===== src/tmch_params.svh =====
// Constants for the serial line-card bus transceiver-side controller.
`ifndef TMCH_PARAMS_SVH
`define TMCH_PARAMS_SVH

// ----------------------------------------------------------------------------
// Register byte offsets
// ----------------------------------------------------------------------------
`define TMCH_REG_CTRL 4'h0
`define TMCH_REG_STATUS 4'h4
`define TMCH_REG_MON_TX 4'h8
`define TMCH_REG_MON_RX 4'hc

// ----------------------------------------------------------------------------
// Frame layout and handshake levels
// ----------------------------------------------------------------------------
`define TMCH_HS_ACT 1'b0
`define TMCH_HS_INACT 1'b1
`define TMCH_IDLE_BYTE 8'hff
`define TMCH_D_IDLE 2'h3
`define TMCH_SLOT_MON 2'h2
`define TMCH_SLOT_CTL 2'h3
`define TMCH_BIT_LAST 3'h7
`define TMCH_CTL_TXHS 0
`define TMCH_CTL_RXHS 1
`define TMCH_CTL_CI 5:2
`define TMCH_SF 7:5
`define TMCH_SLOT 4:3
`define TMCH_BIT 2:0
`define TMCH_BC_ONE 8'h01
`define TMCH_TMO_FRAMES 8'hc8
`define TMCH_TMO_ONE 8'h01

// ----------------------------------------------------------------------------
// Upstream indication codes sent by this end
// ----------------------------------------------------------------------------
`define TMCH_UP_TIMING_REQUIRED 4'h0
`define TMCH_UP_RESET_CODE 4'h1
`define TMCH_UP_RESYNC_INDICATION 4'h4
`define TMCH_UP_U_ONLY_ACT_INDICATION 4'h7
`define TMCH_UP_ACT_REQUEST 4'h8
`define TMCH_UP_ACT_INDICATION 4'hc
`define TMCH_UP_DEACT_INDICATION 4'hf

// ----------------------------------------------------------------------------
// Downstream command codes received from the handler
// ----------------------------------------------------------------------------
`define TMCH_DN_DEACT_REQUEST 4'h0
`define TMCH_DN_RESET_CODE 4'h1
`define TMCH_DN_TEST_MODE_TWO 4'h2
`define TMCH_DN_TEST_MODE_ONE 4'h3
`define TMCH_DN_U_ONLY_ACT_REQUEST 4'h7
`define TMCH_DN_ACT_REQUEST 4'h8
`define TMCH_DN_ACT_REQ_LOOP_TWO 4'h9
`define TMCH_DN_ACT_REQ_LOCAL_LOOP 4'ha
`define TMCH_DN_ACT_REQ_LOOP_FOUR 4'hb
`define TMCH_DN_ACT_INDICATION 4'hc
`define TMCH_DN_DEACT_CONFIRM 4'hf

`endif


===== src/tmch_pkg.sv =====
// Types and reset values of the transceiver-side controller.
`include "tmch_params.svh"
package tmch_pkg;

  typedef enum logic [4:0] {
    TX_IDLE = 5'h01, TX_FIRST = 5'h02, TX_NEXT = 5'h04, TX_HOLD = 5'h08, TX_END = 5'h10
  } tmch_tx_st_t;

  typedef enum logic [5:0] {
    RX_IDLE = 6'h01, RX_WAIT = 6'h02, RX_ACKLO = 6'h04, RX_ACK = 6'h08, RX_NEWB = 6'h10,
    RX_ABORT = 6'h20
  } tmch_rx_st_t;

  typedef struct packed {
    logic [18:0] pad;
    logic rx_abort;
    logic [3:0] ci;
    logic [2:0] pad2;
    logic coll;
    logic dll;
    logic [2:0] sf;
  } tmch_ctrl_t;

  typedef struct packed {
    logic [18:0] pad;
    logic rx_busy;
    logic rx_end;
    logic rx_avail;
    logic tx_busy;
    logic need_pair;
    logic tmo;
    logic abort;
    logic done;
    logic ci_chg;
    logic [3:0] ci_acc;
  } tmch_status_t;

  typedef struct packed {
    logic [14:0] pad;
    logic last;
    logic [15:0] pair;
  } tmch_montx_t;

  typedef struct packed {
    logic [22:0] pad;
    logic avail;
    logic [7:0] data;
  } tmch_monrx_t;

  typedef struct packed {
    logic [2:0] meta;
    logic [2:0] sync;
  } tmch_sync_t;

  typedef struct packed {
    tmch_rx_st_t st;
    logic first;
    logic txhs_p;
    logic [7:0] cand;
    logic [7:0] data;
    logic vld;
    logic msg_end;
    logic rxhs;
  } tmch_rx_t;

  typedef struct packed {
    logic dcl_p;
    logic [7:0] bc;
    logic [7:0] sh;
    logic [7:0] rx_mon;
    logic up_bit;
    logic up_oe;
    tmch_tx_st_t tx_st;
    logic [7:0] tx_byte;
    logic txhs;
    logic hi;
    logic acked;
    logic end_cnt;
    logic [7:0] tmo_cnt;
    logic rxhs_act_p;
    logic [15:0] pair;
    logic last;
    logic pend;
    logic [3:0] ci_prev;
    logic [3:0] ci_acc;
    logic ci_chg;
    logic done_f;
    logic abort_f;
    logic tmo_f;
    logic [7:0] rx_data;
    logic avail;
    logic rx_end_f;
    tmch_ctrl_t ctrl;
    logic wait_q;
    logic [31:0] rdata;
  } tmch_main_t;

  localparam tmch_rx_t TMCH_RX_RST = '{st: RX_IDLE, rxhs: `TMCH_HS_INACT, default: '0};
  localparam tmch_main_t TMCH_MAIN_RST = '{tx_st: TX_IDLE, tx_byte: `TMCH_IDLE_BYTE,
    txhs: `TMCH_HS_INACT, up_bit: 1'b1, wait_q: 1'b1, ctrl: '0, default: '0};

endpackage


===== src/tmch_sync.sv =====
// Two-flop synchroniser for the link pins.
`timescale 1ns/1ns
`default_nettype none
module tmch_sync
  import tmch_pkg::*;
(
  // Clock and reset
  input wire logic core_clk_i,
  input wire logic rst_i,
  // Pins in and synchronised copies out
  input wire logic [2:0] async_i,
  output logic [2:0] sync_o
);
  tmch_sync_t q, d;

  always_comb begin
    d = q;
    d.meta = async_i;
    d.sync = q.meta;
  end

  always_ff @(posedge core_clk_i or posedge rst_i) begin
    if (rst_i) begin
      q <= '0;
    end else begin
      q <= d;
    end
  end

  assign sync_o = q.sync;
endmodule // tmch_sync
`default_nettype wire


===== src/tmch_mon_rx.sv =====
// Monitor receiver: acknowledges downstream monitor bytes of one subframe.
`timescale 1ns/1ns
`default_nettype none
module tmch_mon_rx
  import tmch_pkg::*;
(
  // Clock and reset
  input wire logic core_clk_i,
  input wire logic rst_i,
  // Frame results
  input wire logic frm_i,
  input wire logic txhs_i,
  input wire logic [7:0] byte_i,
  // Control
  input wire logic dll_en_i,
  input wire logic ready_i,
  input wire logic abort_i,
  // Results
  output logic rxhs_o,
  output logic [7:0] byte_o,
  output logic vld_o,
  output logic msg_end_o,
  output logic busy_o
);
  tmch_rx_t q, d;
  logic txhs_act;

  always_comb begin
    d = q;
    d.vld = 1'b0;
    d.msg_end = 1'b0;
    txhs_act = txhs_i == `TMCH_HS_ACT;
    if (frm_i) begin
      d.txhs_p = txhs_act;
      d.cand = byte_i;
      case (q.st)
        RX_IDLE: begin
          if (txhs_act) begin
            d.st = RX_WAIT;
            d.first = 1'b1;
          end
        end
        RX_WAIT: begin
          if (!txhs_act && !q.txhs_p) begin
            d.st = RX_IDLE;
            d.msg_end = 1'b1;
          end else if (txhs_act && ready_i && (!dll_en_i || byte_i == q.cand)) begin
            d.data = byte_i;
            d.vld = 1'b1;
            d.st = q.first ? RX_ACK : RX_ACKLO;
          end
        end
        RX_ACKLO: d.st = RX_ACK;
        RX_ACK: begin
          if (!txhs_act) begin
            d.st = RX_NEWB;
          end
        end
        RX_NEWB: begin
          if (!txhs_act) begin
            d.st = RX_IDLE;
            d.msg_end = 1'b1;
          end else begin
            d.st = RX_WAIT;
            d.first = 1'b0;
          end
        end
        RX_ABORT: begin
          if (!txhs_act && !q.txhs_p) begin
            d.st = RX_IDLE;
          end
        end
        default: d.st = RX_IDLE;
      endcase
    end
    // Abort keeps the acknowledge bit inactive until the sender gives up.
    if (abort_i && q.st != RX_IDLE) begin
      d.st = RX_ABORT;
    end
    // While software has not taken the last byte, holding the bit active stalls the sender of any byte after the first.
    d.rxhs = (d.st == RX_ACK || d.st == RX_NEWB || (d.st == RX_WAIT && !d.first)) ? `TMCH_HS_ACT
           : `TMCH_HS_INACT;
  end

  always_ff @(posedge core_clk_i or posedge rst_i) begin
    if (rst_i) begin
      q <= TMCH_RX_RST;
    end else begin
      q <= d;
    end
  end

  assign rxhs_o = q.rxhs;
  assign byte_o = q.data;
  assign vld_o = q.vld;
  assign msg_end_o = q.msg_end;
  assign busy_o = q.st != RX_IDLE;
endmodule // tmch_mon_rx
`default_nettype wire


===== src/tmch_host.sv =====
// Transceiver-side controller for the monitor and command/indicate channels of one subframe.
//
// Design decisions made here: the Avalon-MM interface to the registers and the register offsets.
`timescale 1ns/1ns
`default_nettype none
module tmch_host
  import tmch_pkg::*;
(
  // Clock and reset
  input wire logic core_clk_i,
  input wire logic rst_i,
  // Avalon-MM slave
  input wire logic [3:0] avs_address_i,
  input wire logic avs_read_i,
  input wire logic avs_write_i,
  input wire logic [31:0] avs_writedata_i,
  output logic [31:0] avs_readdata_o,
  output logic avs_waitrequest_o,
  // Serial bus pins
  input wire logic bit_clk_i,
  input wire logic frame_sync_i,
  input wire logic downstream_line_i,
  output logic upstream_line_o,
  output logic upstream_line_oe_o,
  output logic collision_report_in_o
);
  tmch_main_t q, d;
  logic [2:0] syn;
  logic dcl_s, fsc_s, dn_s;
  logic rise, fall, mine, frm, mon_end, rxhs_act, ack, hit, rd_rx, rx_abort;
  logic [7:0] rx_byte, ctl_byte, bc_n;
  logic [31:0] rdata;
  logic rx_hs, rx_vld, rx_end, rx_busy;
  logic [7:0] rx_data;
  tmch_status_t st_rd, clr;
  tmch_montx_t mtx;
  tmch_ctrl_t cw;

  function automatic logic hs_act(input logic b);
    return b == `TMCH_HS_ACT;
  endfunction

  function automatic logic ser(input logic [7:0] v, input logic [2:0] idx);
    return v[`TMCH_BIT_LAST - idx];
  endfunction

  // --------------------------------------------------------------------------
  // Pin synchroniser and monitor receiver
  // --------------------------------------------------------------------------
  tmch_sync u_sync (
    .core_clk_i(core_clk_i),
    .rst_i(rst_i),
    .async_i({bit_clk_i, frame_sync_i, downstream_line_i}),
    .sync_o(syn)
  );

  assign {dcl_s, fsc_s, dn_s} = syn;

  tmch_mon_rx u_mon_rx (
    .core_clk_i(core_clk_i),
    .rst_i(rst_i),
    .frm_i(frm),
    .txhs_i(rx_byte[`TMCH_CTL_TXHS]),
    .byte_i(q.rx_mon),
    .dll_en_i(q.ctrl.dll),
    .ready_i(!q.avail),
    .abort_i(rx_abort),
    .rxhs_o(rx_hs),
    .byte_o(rx_data),
    .vld_o(rx_vld),
    .msg_end_o(rx_end),
    .busy_o(rx_busy)
  );

  // --------------------------------------------------------------------------
  // Next state
  // --------------------------------------------------------------------------
  always_comb begin
    d = q;
    rise = dcl_s && !q.dcl_p;
    fall = !dcl_s && q.dcl_p;
    mine = q.bc[`TMCH_SF] == q.ctrl.sf;
    rx_byte = {q.sh[6:0], dn_s};
    mon_end = fall && mine && q.bc[`TMCH_SLOT] == `TMCH_SLOT_MON && q.bc[`TMCH_BIT] == `TMCH_BIT_LAST;
    frm = fall && mine && q.bc[`TMCH_SLOT] == `TMCH_SLOT_CTL && q.bc[`TMCH_BIT] == `TMCH_BIT_LAST;
    rxhs_act = hs_act(rx_byte[`TMCH_CTL_RXHS]);
    ack = frm && rxhs_act && !q.rxhs_act_p;
    hit = (avs_read_i || avs_write_i) && !q.wait_q;
    rd_rx = hit && avs_read_i && avs_address_i == `TMCH_REG_MON_RX;
    cw = tmch_ctrl_t'(avs_writedata_i);
    clr = tmch_status_t'(avs_writedata_i);
    mtx = tmch_montx_t'(avs_writedata_i);
    rx_abort = hit && avs_write_i && avs_address_i == `TMCH_REG_CTRL && cw.rx_abort;
    ctl_byte = {`TMCH_D_IDLE, q.ctrl.ci, rx_hs, q.txhs};
    bc_n = fsc_s ? '0 : q.bc + `TMCH_BC_ONE;

    st_rd = '0;
    st_rd.rx_busy = rx_busy;
    st_rd.rx_end = q.rx_end_f;
    st_rd.rx_avail = q.avail;
    st_rd.tx_busy = q.tx_st != TX_IDLE;
    st_rd.need_pair = !q.pend;
    st_rd.tmo = q.tmo_f;
    st_rd.abort = q.abort_f;
    st_rd.done = q.done_f;
    st_rd.ci_chg = q.ci_chg;
    st_rd.ci_acc = q.ci_acc;
    case (avs_address_i)
      `TMCH_REG_CTRL: rdata = q.ctrl;
      `TMCH_REG_STATUS: rdata = st_rd;
      `TMCH_REG_MON_TX: rdata = {15'h0000, q.last, q.pair};
      `TMCH_REG_MON_RX: rdata = {23'h000000, q.avail, q.rx_data};
      default: rdata = '0;
    endcase

    // ------------------------------------------------------------------------
    // Register bus: answer one cycle after the request, act on the next edge.
    // ------------------------------------------------------------------------
    d.wait_q = 1'b1;
    if ((avs_read_i || avs_write_i) && q.wait_q) begin
      d.wait_q = 1'b0;
      d.rdata = rdata;
    end
    if (hit && avs_write_i) begin
      case (avs_address_i)
        `TMCH_REG_CTRL: begin
          d.ctrl = cw;
          d.ctrl.rx_abort = 1'b0;
          d.ctrl.pad = '0;
          d.ctrl.pad2 = '0;
        end
        `TMCH_REG_STATUS: begin
          d.ci_chg = q.ci_chg && !clr.ci_chg;
          d.done_f = q.done_f && !clr.done;
          d.abort_f = q.abort_f && !clr.abort;
          d.tmo_f = q.tmo_f && !clr.tmo;
          d.rx_end_f = q.rx_end_f && !clr.rx_end;
        end
        `TMCH_REG_MON_TX: begin
          // Bytes come in pairs, so an odd-length message cannot be expressed.
          if (!q.pend) begin
            d.pair = mtx.pair;
            d.last = mtx.last;
            d.pend = 1'b1;
          end
        end
        default: ;
      endcase
    end
    if (rd_rx) begin
      d.avail = 1'b0;
    end
    // Hardware events below override the software clears above.
    if (rx_vld) begin
      d.rx_data = rx_data;
      d.avail = 1'b1;
    end
    if (rx_end) begin
      d.rx_end_f = 1'b1;
    end

    // ------------------------------------------------------------------------
    // Serial timing: drive on the clock rise, sample on the fall.
    // ------------------------------------------------------------------------
    d.dcl_p = dcl_s;
    if (fall) begin
      d.sh = rx_byte;
    end
    if (mon_end) begin
      d.rx_mon = rx_byte;
    end
    if (rise) begin
      d.bc = bc_n;
      d.up_oe = bc_n[`TMCH_SF] == q.ctrl.sf;
      d.up_bit = 1'b1;
      if (bc_n[`TMCH_SF] == q.ctrl.sf) begin
        case (bc_n[`TMCH_SLOT])
          `TMCH_SLOT_MON: d.up_bit = ser(q.tx_byte, bc_n[`TMCH_BIT]);
          `TMCH_SLOT_CTL: d.up_bit = ser(ctl_byte, bc_n[`TMCH_BIT]);
          default: d.up_bit = 1'b1;
        endcase
      end
    end

    // ------------------------------------------------------------------------
    // Per-frame handling at the end of the control slot
    // ------------------------------------------------------------------------
    if (frm) begin
      d.rxhs_act_p = rxhs_act;
      d.ci_prev = rx_byte[`TMCH_CTL_CI];
      if (rx_byte[`TMCH_CTL_CI] == q.ci_prev && rx_byte[`TMCH_CTL_CI] != q.ci_acc) begin
        d.ci_acc = rx_byte[`TMCH_CTL_CI];
        d.ci_chg = 1'b1;
      end
      d.tmo_cnt = q.tmo_cnt + `TMCH_TMO_ONE;
      case (q.tx_st)
        TX_IDLE: begin
          d.tmo_cnt = '0;
          if (q.pend) begin
            d.tx_byte = q.pair[7:0];
            d.hi = 1'b0;
            d.acked = 1'b0;
            d.pend = 1'b0;
            d.txhs = `TMCH_HS_ACT;
            d.tx_st = TX_FIRST;
          end
        end
        TX_FIRST, TX_HOLD: begin
          if (ack && !q.hi) begin
            d.tmo_cnt = '0;
            d.tx_byte = q.pair[15:8];
            d.hi = 1'b1;
            d.txhs = `TMCH_HS_INACT;
            d.tx_st = TX_NEXT;
          end else if (ack && q.last) begin
            d.tx_byte = `TMCH_IDLE_BYTE;
            d.txhs = `TMCH_HS_INACT;
            d.end_cnt = 1'b0;
            d.done_f = 1'b1;
            d.tx_st = TX_END;
          end else if (ack) begin
            d.tmo_cnt = '0;
            d.acked = 1'b1;
          end else if (q.acked && q.pend && !rxhs_act) begin
            d.tmo_cnt = '0;
            d.tx_byte = q.pair[7:0];
            d.hi = 1'b0;
            d.acked = 1'b0;
            d.pend = 1'b0;
            d.txhs = `TMCH_HS_INACT;
            d.tx_st = TX_NEXT;
          end else if (q.tx_st == TX_HOLD && !q.acked && !rxhs_act && !q.rxhs_act_p) begin
            d.abort_f = 1'b1;
            d.tx_byte = `TMCH_IDLE_BYTE;
            d.txhs = `TMCH_HS_INACT;
            d.end_cnt = 1'b0;
            d.tx_st = TX_END;
          end else if (q.tmo_cnt == `TMCH_TMO_FRAMES) begin
            d.tmo_f = 1'b1;
            d.tx_byte = `TMCH_IDLE_BYTE;
            d.txhs = `TMCH_HS_INACT;
            d.end_cnt = 1'b0;
            d.tx_st = TX_END;
          end
        end
        TX_NEXT: begin
          d.txhs = `TMCH_HS_ACT;
          d.tx_st = TX_HOLD;
        end
        TX_END: begin
          // The inactive bit and idle byte stay for two frames here and one more in TX_IDLE before a new start.
          if (q.end_cnt) begin
            d.tx_st = TX_IDLE;
          end else begin
            d.end_cnt = 1'b1;
          end
        end
        default: d.tx_st = TX_IDLE;
      endcase
    end
  end

  always_ff @(posedge core_clk_i or posedge rst_i) begin
    if (rst_i) begin
      q <= TMCH_MAIN_RST;
    end else begin
      q <= d;
    end
  end

  // --------------------------------------------------------------------------
  // Outputs
  // --------------------------------------------------------------------------
  assign avs_readdata_o = q.rdata;
  assign avs_waitrequest_o = q.wait_q;
  assign upstream_line_o = q.up_bit;
  assign upstream_line_oe_o = q.up_oe;
  assign collision_report_in_o = q.ctrl.coll;
endmodule // tmch_host
`default_nettype wire


===== config.mk =====
export PLATFORM = sky130hd
export DESIGN_NAME = tmch_host
export DESIGN_NICKNAME = d
export VERILOG_FILES = /design/src/tmch_pkg.sv /design/src/tmch_sync.sv /design/src/tmch_mon_rx.sv /design/src/tmch_host.sv
export VERILOG_INCLUDE_DIRS = /design/src
export SDC_FILE = /design/constraint.sdc
export NUM_CORES = 1
export LEC_CHECK = 0
export ABC_AREA = 1
export BUFFER_PORTS_ARGS = -buffer_cell sky130_fd_sc_hd__buf_2
export CORE_UTILIZATION = 50
export CTS_CLUSTER_DIAMETER = 60
export DETAILED_ROUTE_END_ITERATION = 6
export GPL_TIMING_DRIVEN = 0
export PLACE_DENSITY = 0.7
export SETUP_SLACK_MARGIN = 0.1
export SYNTH_ARGS = -nofsm -noshare
export SYNTH_HDL_FRONTEND = slang
export SYNTH_SLANG_ARGS = --single-unit

===== constraint.sdc =====
create_clock -name core_clk_i -period 6.25 [get_ports core_clk_i]
set_input_delay 0.9375 -clock core_clk_i [delete_from_list [all_inputs] [get_ports core_clk_i]]
set_output_delay 0.9375 -clock core_clk_i [all_outputs]
set_load 0.05 [all_outputs]

==> results.md <==
Cells and area:
- The number of filler cells placed in the layout is 1285.
- The final standard cell count with taps included and fillers excluded is 1177.
- After routing the design area is 8620 um^2.
- At the end of the flow, the number of nets in the layout was 1027.
- The number of antenna diodes is 0.
- In the final layout, flip-flops and latches occupy 3820 um^2.
- Of the cells placed in the final design, the portion with a size suffix greater than 1 is 16.8%.
- The total area of multi-input combinational cells is 2940 um^2.
- Relative to the synthesized area, the layout overhead comes to 16.0%.

Synthesis:
- By area the synthesized netlist is led by dfrtp_1 46%, nand2_1 13%, o21ai_0 6.1%.
- The number of distinct library cells after synthesis is 47.
- The number of storage elements in the synthesis netlist is 152.
- nand2_1 is the most common cell in the netlist.
- The post-synthesis instance area is 7440 um^2.
- Among all flip-flop cells after synthesis, the most frequent one is dfrtp_1.
- The share of synthesized area occupied by flip-flops and latches is 51.4%.
- The top cell type by area accounts for 46.4% of the synthesized area.
- Of all cell types, the one taking the most synthesized area is dfrtp_1.
- Yosys printed 0 warnings.
- The synthesized design contains 0 enable-type register cells.
- By count the netlist is led by 267 x nand2_1, 138 x dfrtp_1, 101 x inv_1.
- The post-synthesis async set-or-reset flop share is 100%.
- Synthesis produced 898 cells.
- The average footprint of a synthesized cell is 8.28 um^2.

STA:
- The count of endpoints failing hold in the final timing report is 0.
- The relative slew slack is 58.3%.
- The worst path uses 40.3% of the clock period.
- In the final timing run, aggregate negative setup slack is 0 ns.
- The number of slew-limit violations in the final report is 0.
- Setup repair after global routing left no endpoint under its margin.
- The worst path meets setup with 3.73 ns of slack.
- Based on the critical path, the design can be clocked at up to 397 MHz.
- The smallest clock period supported by the final layout is computed as 2.52 ns.
- The worst-case clock skew is 0.00863 ns.
- The final-report setup violation count is 0.
- The slew at the pin with the worst max-slew slack is 0.626 ns.

Routing:
- The number of DRC markers after the initial detailed-route iteration is 492.
- The count of nets left with antenna violations once routing finished came out at 0.
- The DRC violation count after routing is 0.
- After detailed routing, the number of vias per cell comes to 5.19.
- The total wirelength of the detailed-routed design is 17800 um.
- The first TritonRoute pass finished after 6 iterations.
- The via count of the routed design is 6111.
- The detail-routed net length per standard cell is 15.1 um.

Global routing:
- The first-pass GRT wire length is 28500 um.
- The global route total overflow is 0.
- The overall fraction of global-route tracks in use is 25.0%.
- The initial antenna violation count is 0.
- Entering global routing, the biggest net connects 102 pins.
- The number of global-route vias before repair is 5770.

Die:
- The die is 124 um wide.
- The initial cell density of the core is 51.2%.
- During I/O placement, the number of pins put on the boundary was 79.
- The standard-cell row count is 44.
- The die is 124 um tall.
- The core region is 14500 um^2.
- The floorplan step defined a die boundary enclosing 15400 um^2.

Min path:
- The path type of the worst min-delay path is reg2reg.

CTS:
- The total clock buffers created by CTS is 17.
- The buffer levels on the longest clock path is 2.
- Clock tree synthesis selected as its root buffer the cell clkbuf_16.
- The buffer count from post-CTS setup fixing is 0.
- CTS saw 152 sinks.
- Once the clock tree was built, the resizer swapped 0 gates to a different size.
- The H-tree was split into 4 levels.
- TritonCTS built the clock tree.
- Buffers inserted to repair hold after CTS numbered 0.
- After clock tree synthesis, the clock-pin slew on the worst setup and hold paths is 0.06 ns.
- The clock latency at the later pin of the worst-skew pair is 0.43 ns.

Setup path:
- The data arrival at the endpoint of the critical path is 2.80 ns.
- The startpoint type of the worst setup path is an input pin.
- Broken down by cell family, the worst path's largest delay share belongs to buffers and inverters.
- The critical path goes through buf_2 > inv_1 > nand3_1 > clkinv_1 > nand2_1 > nand2_1 > nand2_1 > clkbuf_1 > clkbuf_1 > o21ai_0.
- The maximum fanout along the worst path is 10.
- The required time at the worst-slack endpoint is 6.54 ns.
- The worst register-to-register path has a setup slack of 3.82 ns.
- The worst path buffer plus inverter count is 5.
- The cell type of the slowest stage on the worst timing path is clkbuf_1.
- STA classifies the critical path endpoint as a flop.
- The category of the most critical setup path is in2reg.
- Counting stages on the worst path, the most repeated cell is nand2_1.
- In this design, the stage delay of the slowest critical-path cell is 0.49 ns.

Run:
- Across the run, the number of max-cap violations was 0.

Pwr:
- The analysis attributes to cell leakage a power of 4.24 nW.
- Power spread over the standard cell area amounts to 308 nW/um^2.
- Across the VDD grid, the largest voltage drop is 0.000203 V.

Placement:
- Summed over all nets, the half-perimeter wirelength after detailed placement is 12900 um.
- Prior to clock tree synthesis, the placed netlist has a worst setup slack of 3.30 ns.
- The post-place instance area is 7990 um^2.
- The number of buffers added on ports is 48.
- The congestion estimate from routability-driven global placement came to 0.908.
- In this run, placement finished with an instance count of 1145.

Status:
- The flow ran to the end, and the final reports show no timing, DRC or antenna violations.
routing by layer:
metal / up-vias / track usage [%] / part of all wire (%)
met2: 163 / 39.7 / 47
met1: 2907 / 33.5 / 46
li1: 3011 / - / -
met3: 30 / 6.41 / 5.1
met4: 0 / 8.04 / 1.9
met5: - / 0 / 0
area by class of cell:
| type | instances | share of cell area [%] |
|---|---|---|
| buffer | 53 | 3.86 |
| timing repair buffer | 49 | 3.11 |
| clock inverter | 12 | 2.02 |
| inverter | 104 | 4.59 |
| multi-input combinational | 603 | 34.1 |
| clock buffer | 20 | 5.30 |
| tap | 184 | 2.67 |
| sequential | 152 | 44.3 |
per-stage QoR:
stage               utilization, %  total power [W]  hold WS (ns)
floorplan                        -          0.00146         0.331
global placement              54.8          0.00156         0.333
detailed placement            55.0          0.00157         0.342
CTS                           59.3          0.00267         0.359
global route                  59.3          0.00277         0.367
finish                        59.3          0.00265         0.355
where the power goes:
group / leakage (nW) / internal [W] / total (W) / switching, W
Clock: 0.298 / 0.000687 / 0.00109 / 0.000404
Sequential: 1.97 / 0.00109 / 0.00118 / 0.0000968
Combinational: 1.97 / 0.000133 / 0.000377 / 0.000244
Total: 4.24 / 0.00191 / 0.00265 / 0.000745
layout by cell type (no fill, tap or decap), drive strengths merged, types with 12 or more instances in the layout:
master / netlist / final
conb: 1 / 15
buf: 38 / 87
nor3: 12 / 12
dfstp: 14 / 14
xnor2: 13 / 13
nor2: 59 / 59
dfrtp: 138 / 138
inv: 103 / 103
clkbuf: 15 / 35
o21ai: 104 / 104
a21oi: 22 / 22
nand2: 272 / 272
nand3: 34 / 34
nand4: 18 / 18
sequential cells by signal (all words and copies together), names as in the netlist:
name                   cells
u_mon_rx.q                16
q                         93
avs_readdata_o            17
u_sync.d                   3
u_mon_rx.byte_o            8
collision_report_in_o      1
upstream_line_o            1
u_mon_rx.vld_o             1
ctl_byte                   5
u_mon_rx.msg_end_o         1
upstream_line_oe_o         1
u_sync.sync_o              3
u_mon_rx.rxhs_o            1
avs_waitrequest_o          1
worst reg2reg max path: cells and delay by family (launching register included):
family / cells / cell delay, ns
AO/OA/AOI/OAI: 2 / 0.53
adder cells (fa/ha/maj): 2 / 0.41
AND/OR/NAND/NOR: 5 / 0.98
flip-flops: 1 / 0.43
kinds of logic (layout without fill, tap and decap cells):
logic type | count (synthesis) | in the layout | share of synthesized area [%]
simple gates | 403 | 403 | 23.0
buf+inv | 157 | 238 | 9.73
compound gates | 156 | 156 | 12.1
flops | 152 | 152 | 51.4
xor+xnor | 20 | 20 | 2.36
mux | 5 | 5 | 0.757
fa+ha+maj | 4 | 4 | 0.673
other cells | 1 | 15 | 0.0504
final timing paths:
check	startpoint	to	cells past startpoint
max in group asynchronous	rst_i	u_mon_rx.rxhs_o	3
setup / recovery	avs_address_i[2]	q[100]	10
setup reg to reg	q[149]	q[122]	9
min in group asynchronous	rst_i	u_sync.sync_o[2]	2
hold / removal	u_sync.d[2]	u_sync.sync_o[2]	0
hold reg to reg	u_sync.d[2]	u_sync.sync_o[2]	0
No activity file was read; power rests on OpenSTA's default activity.
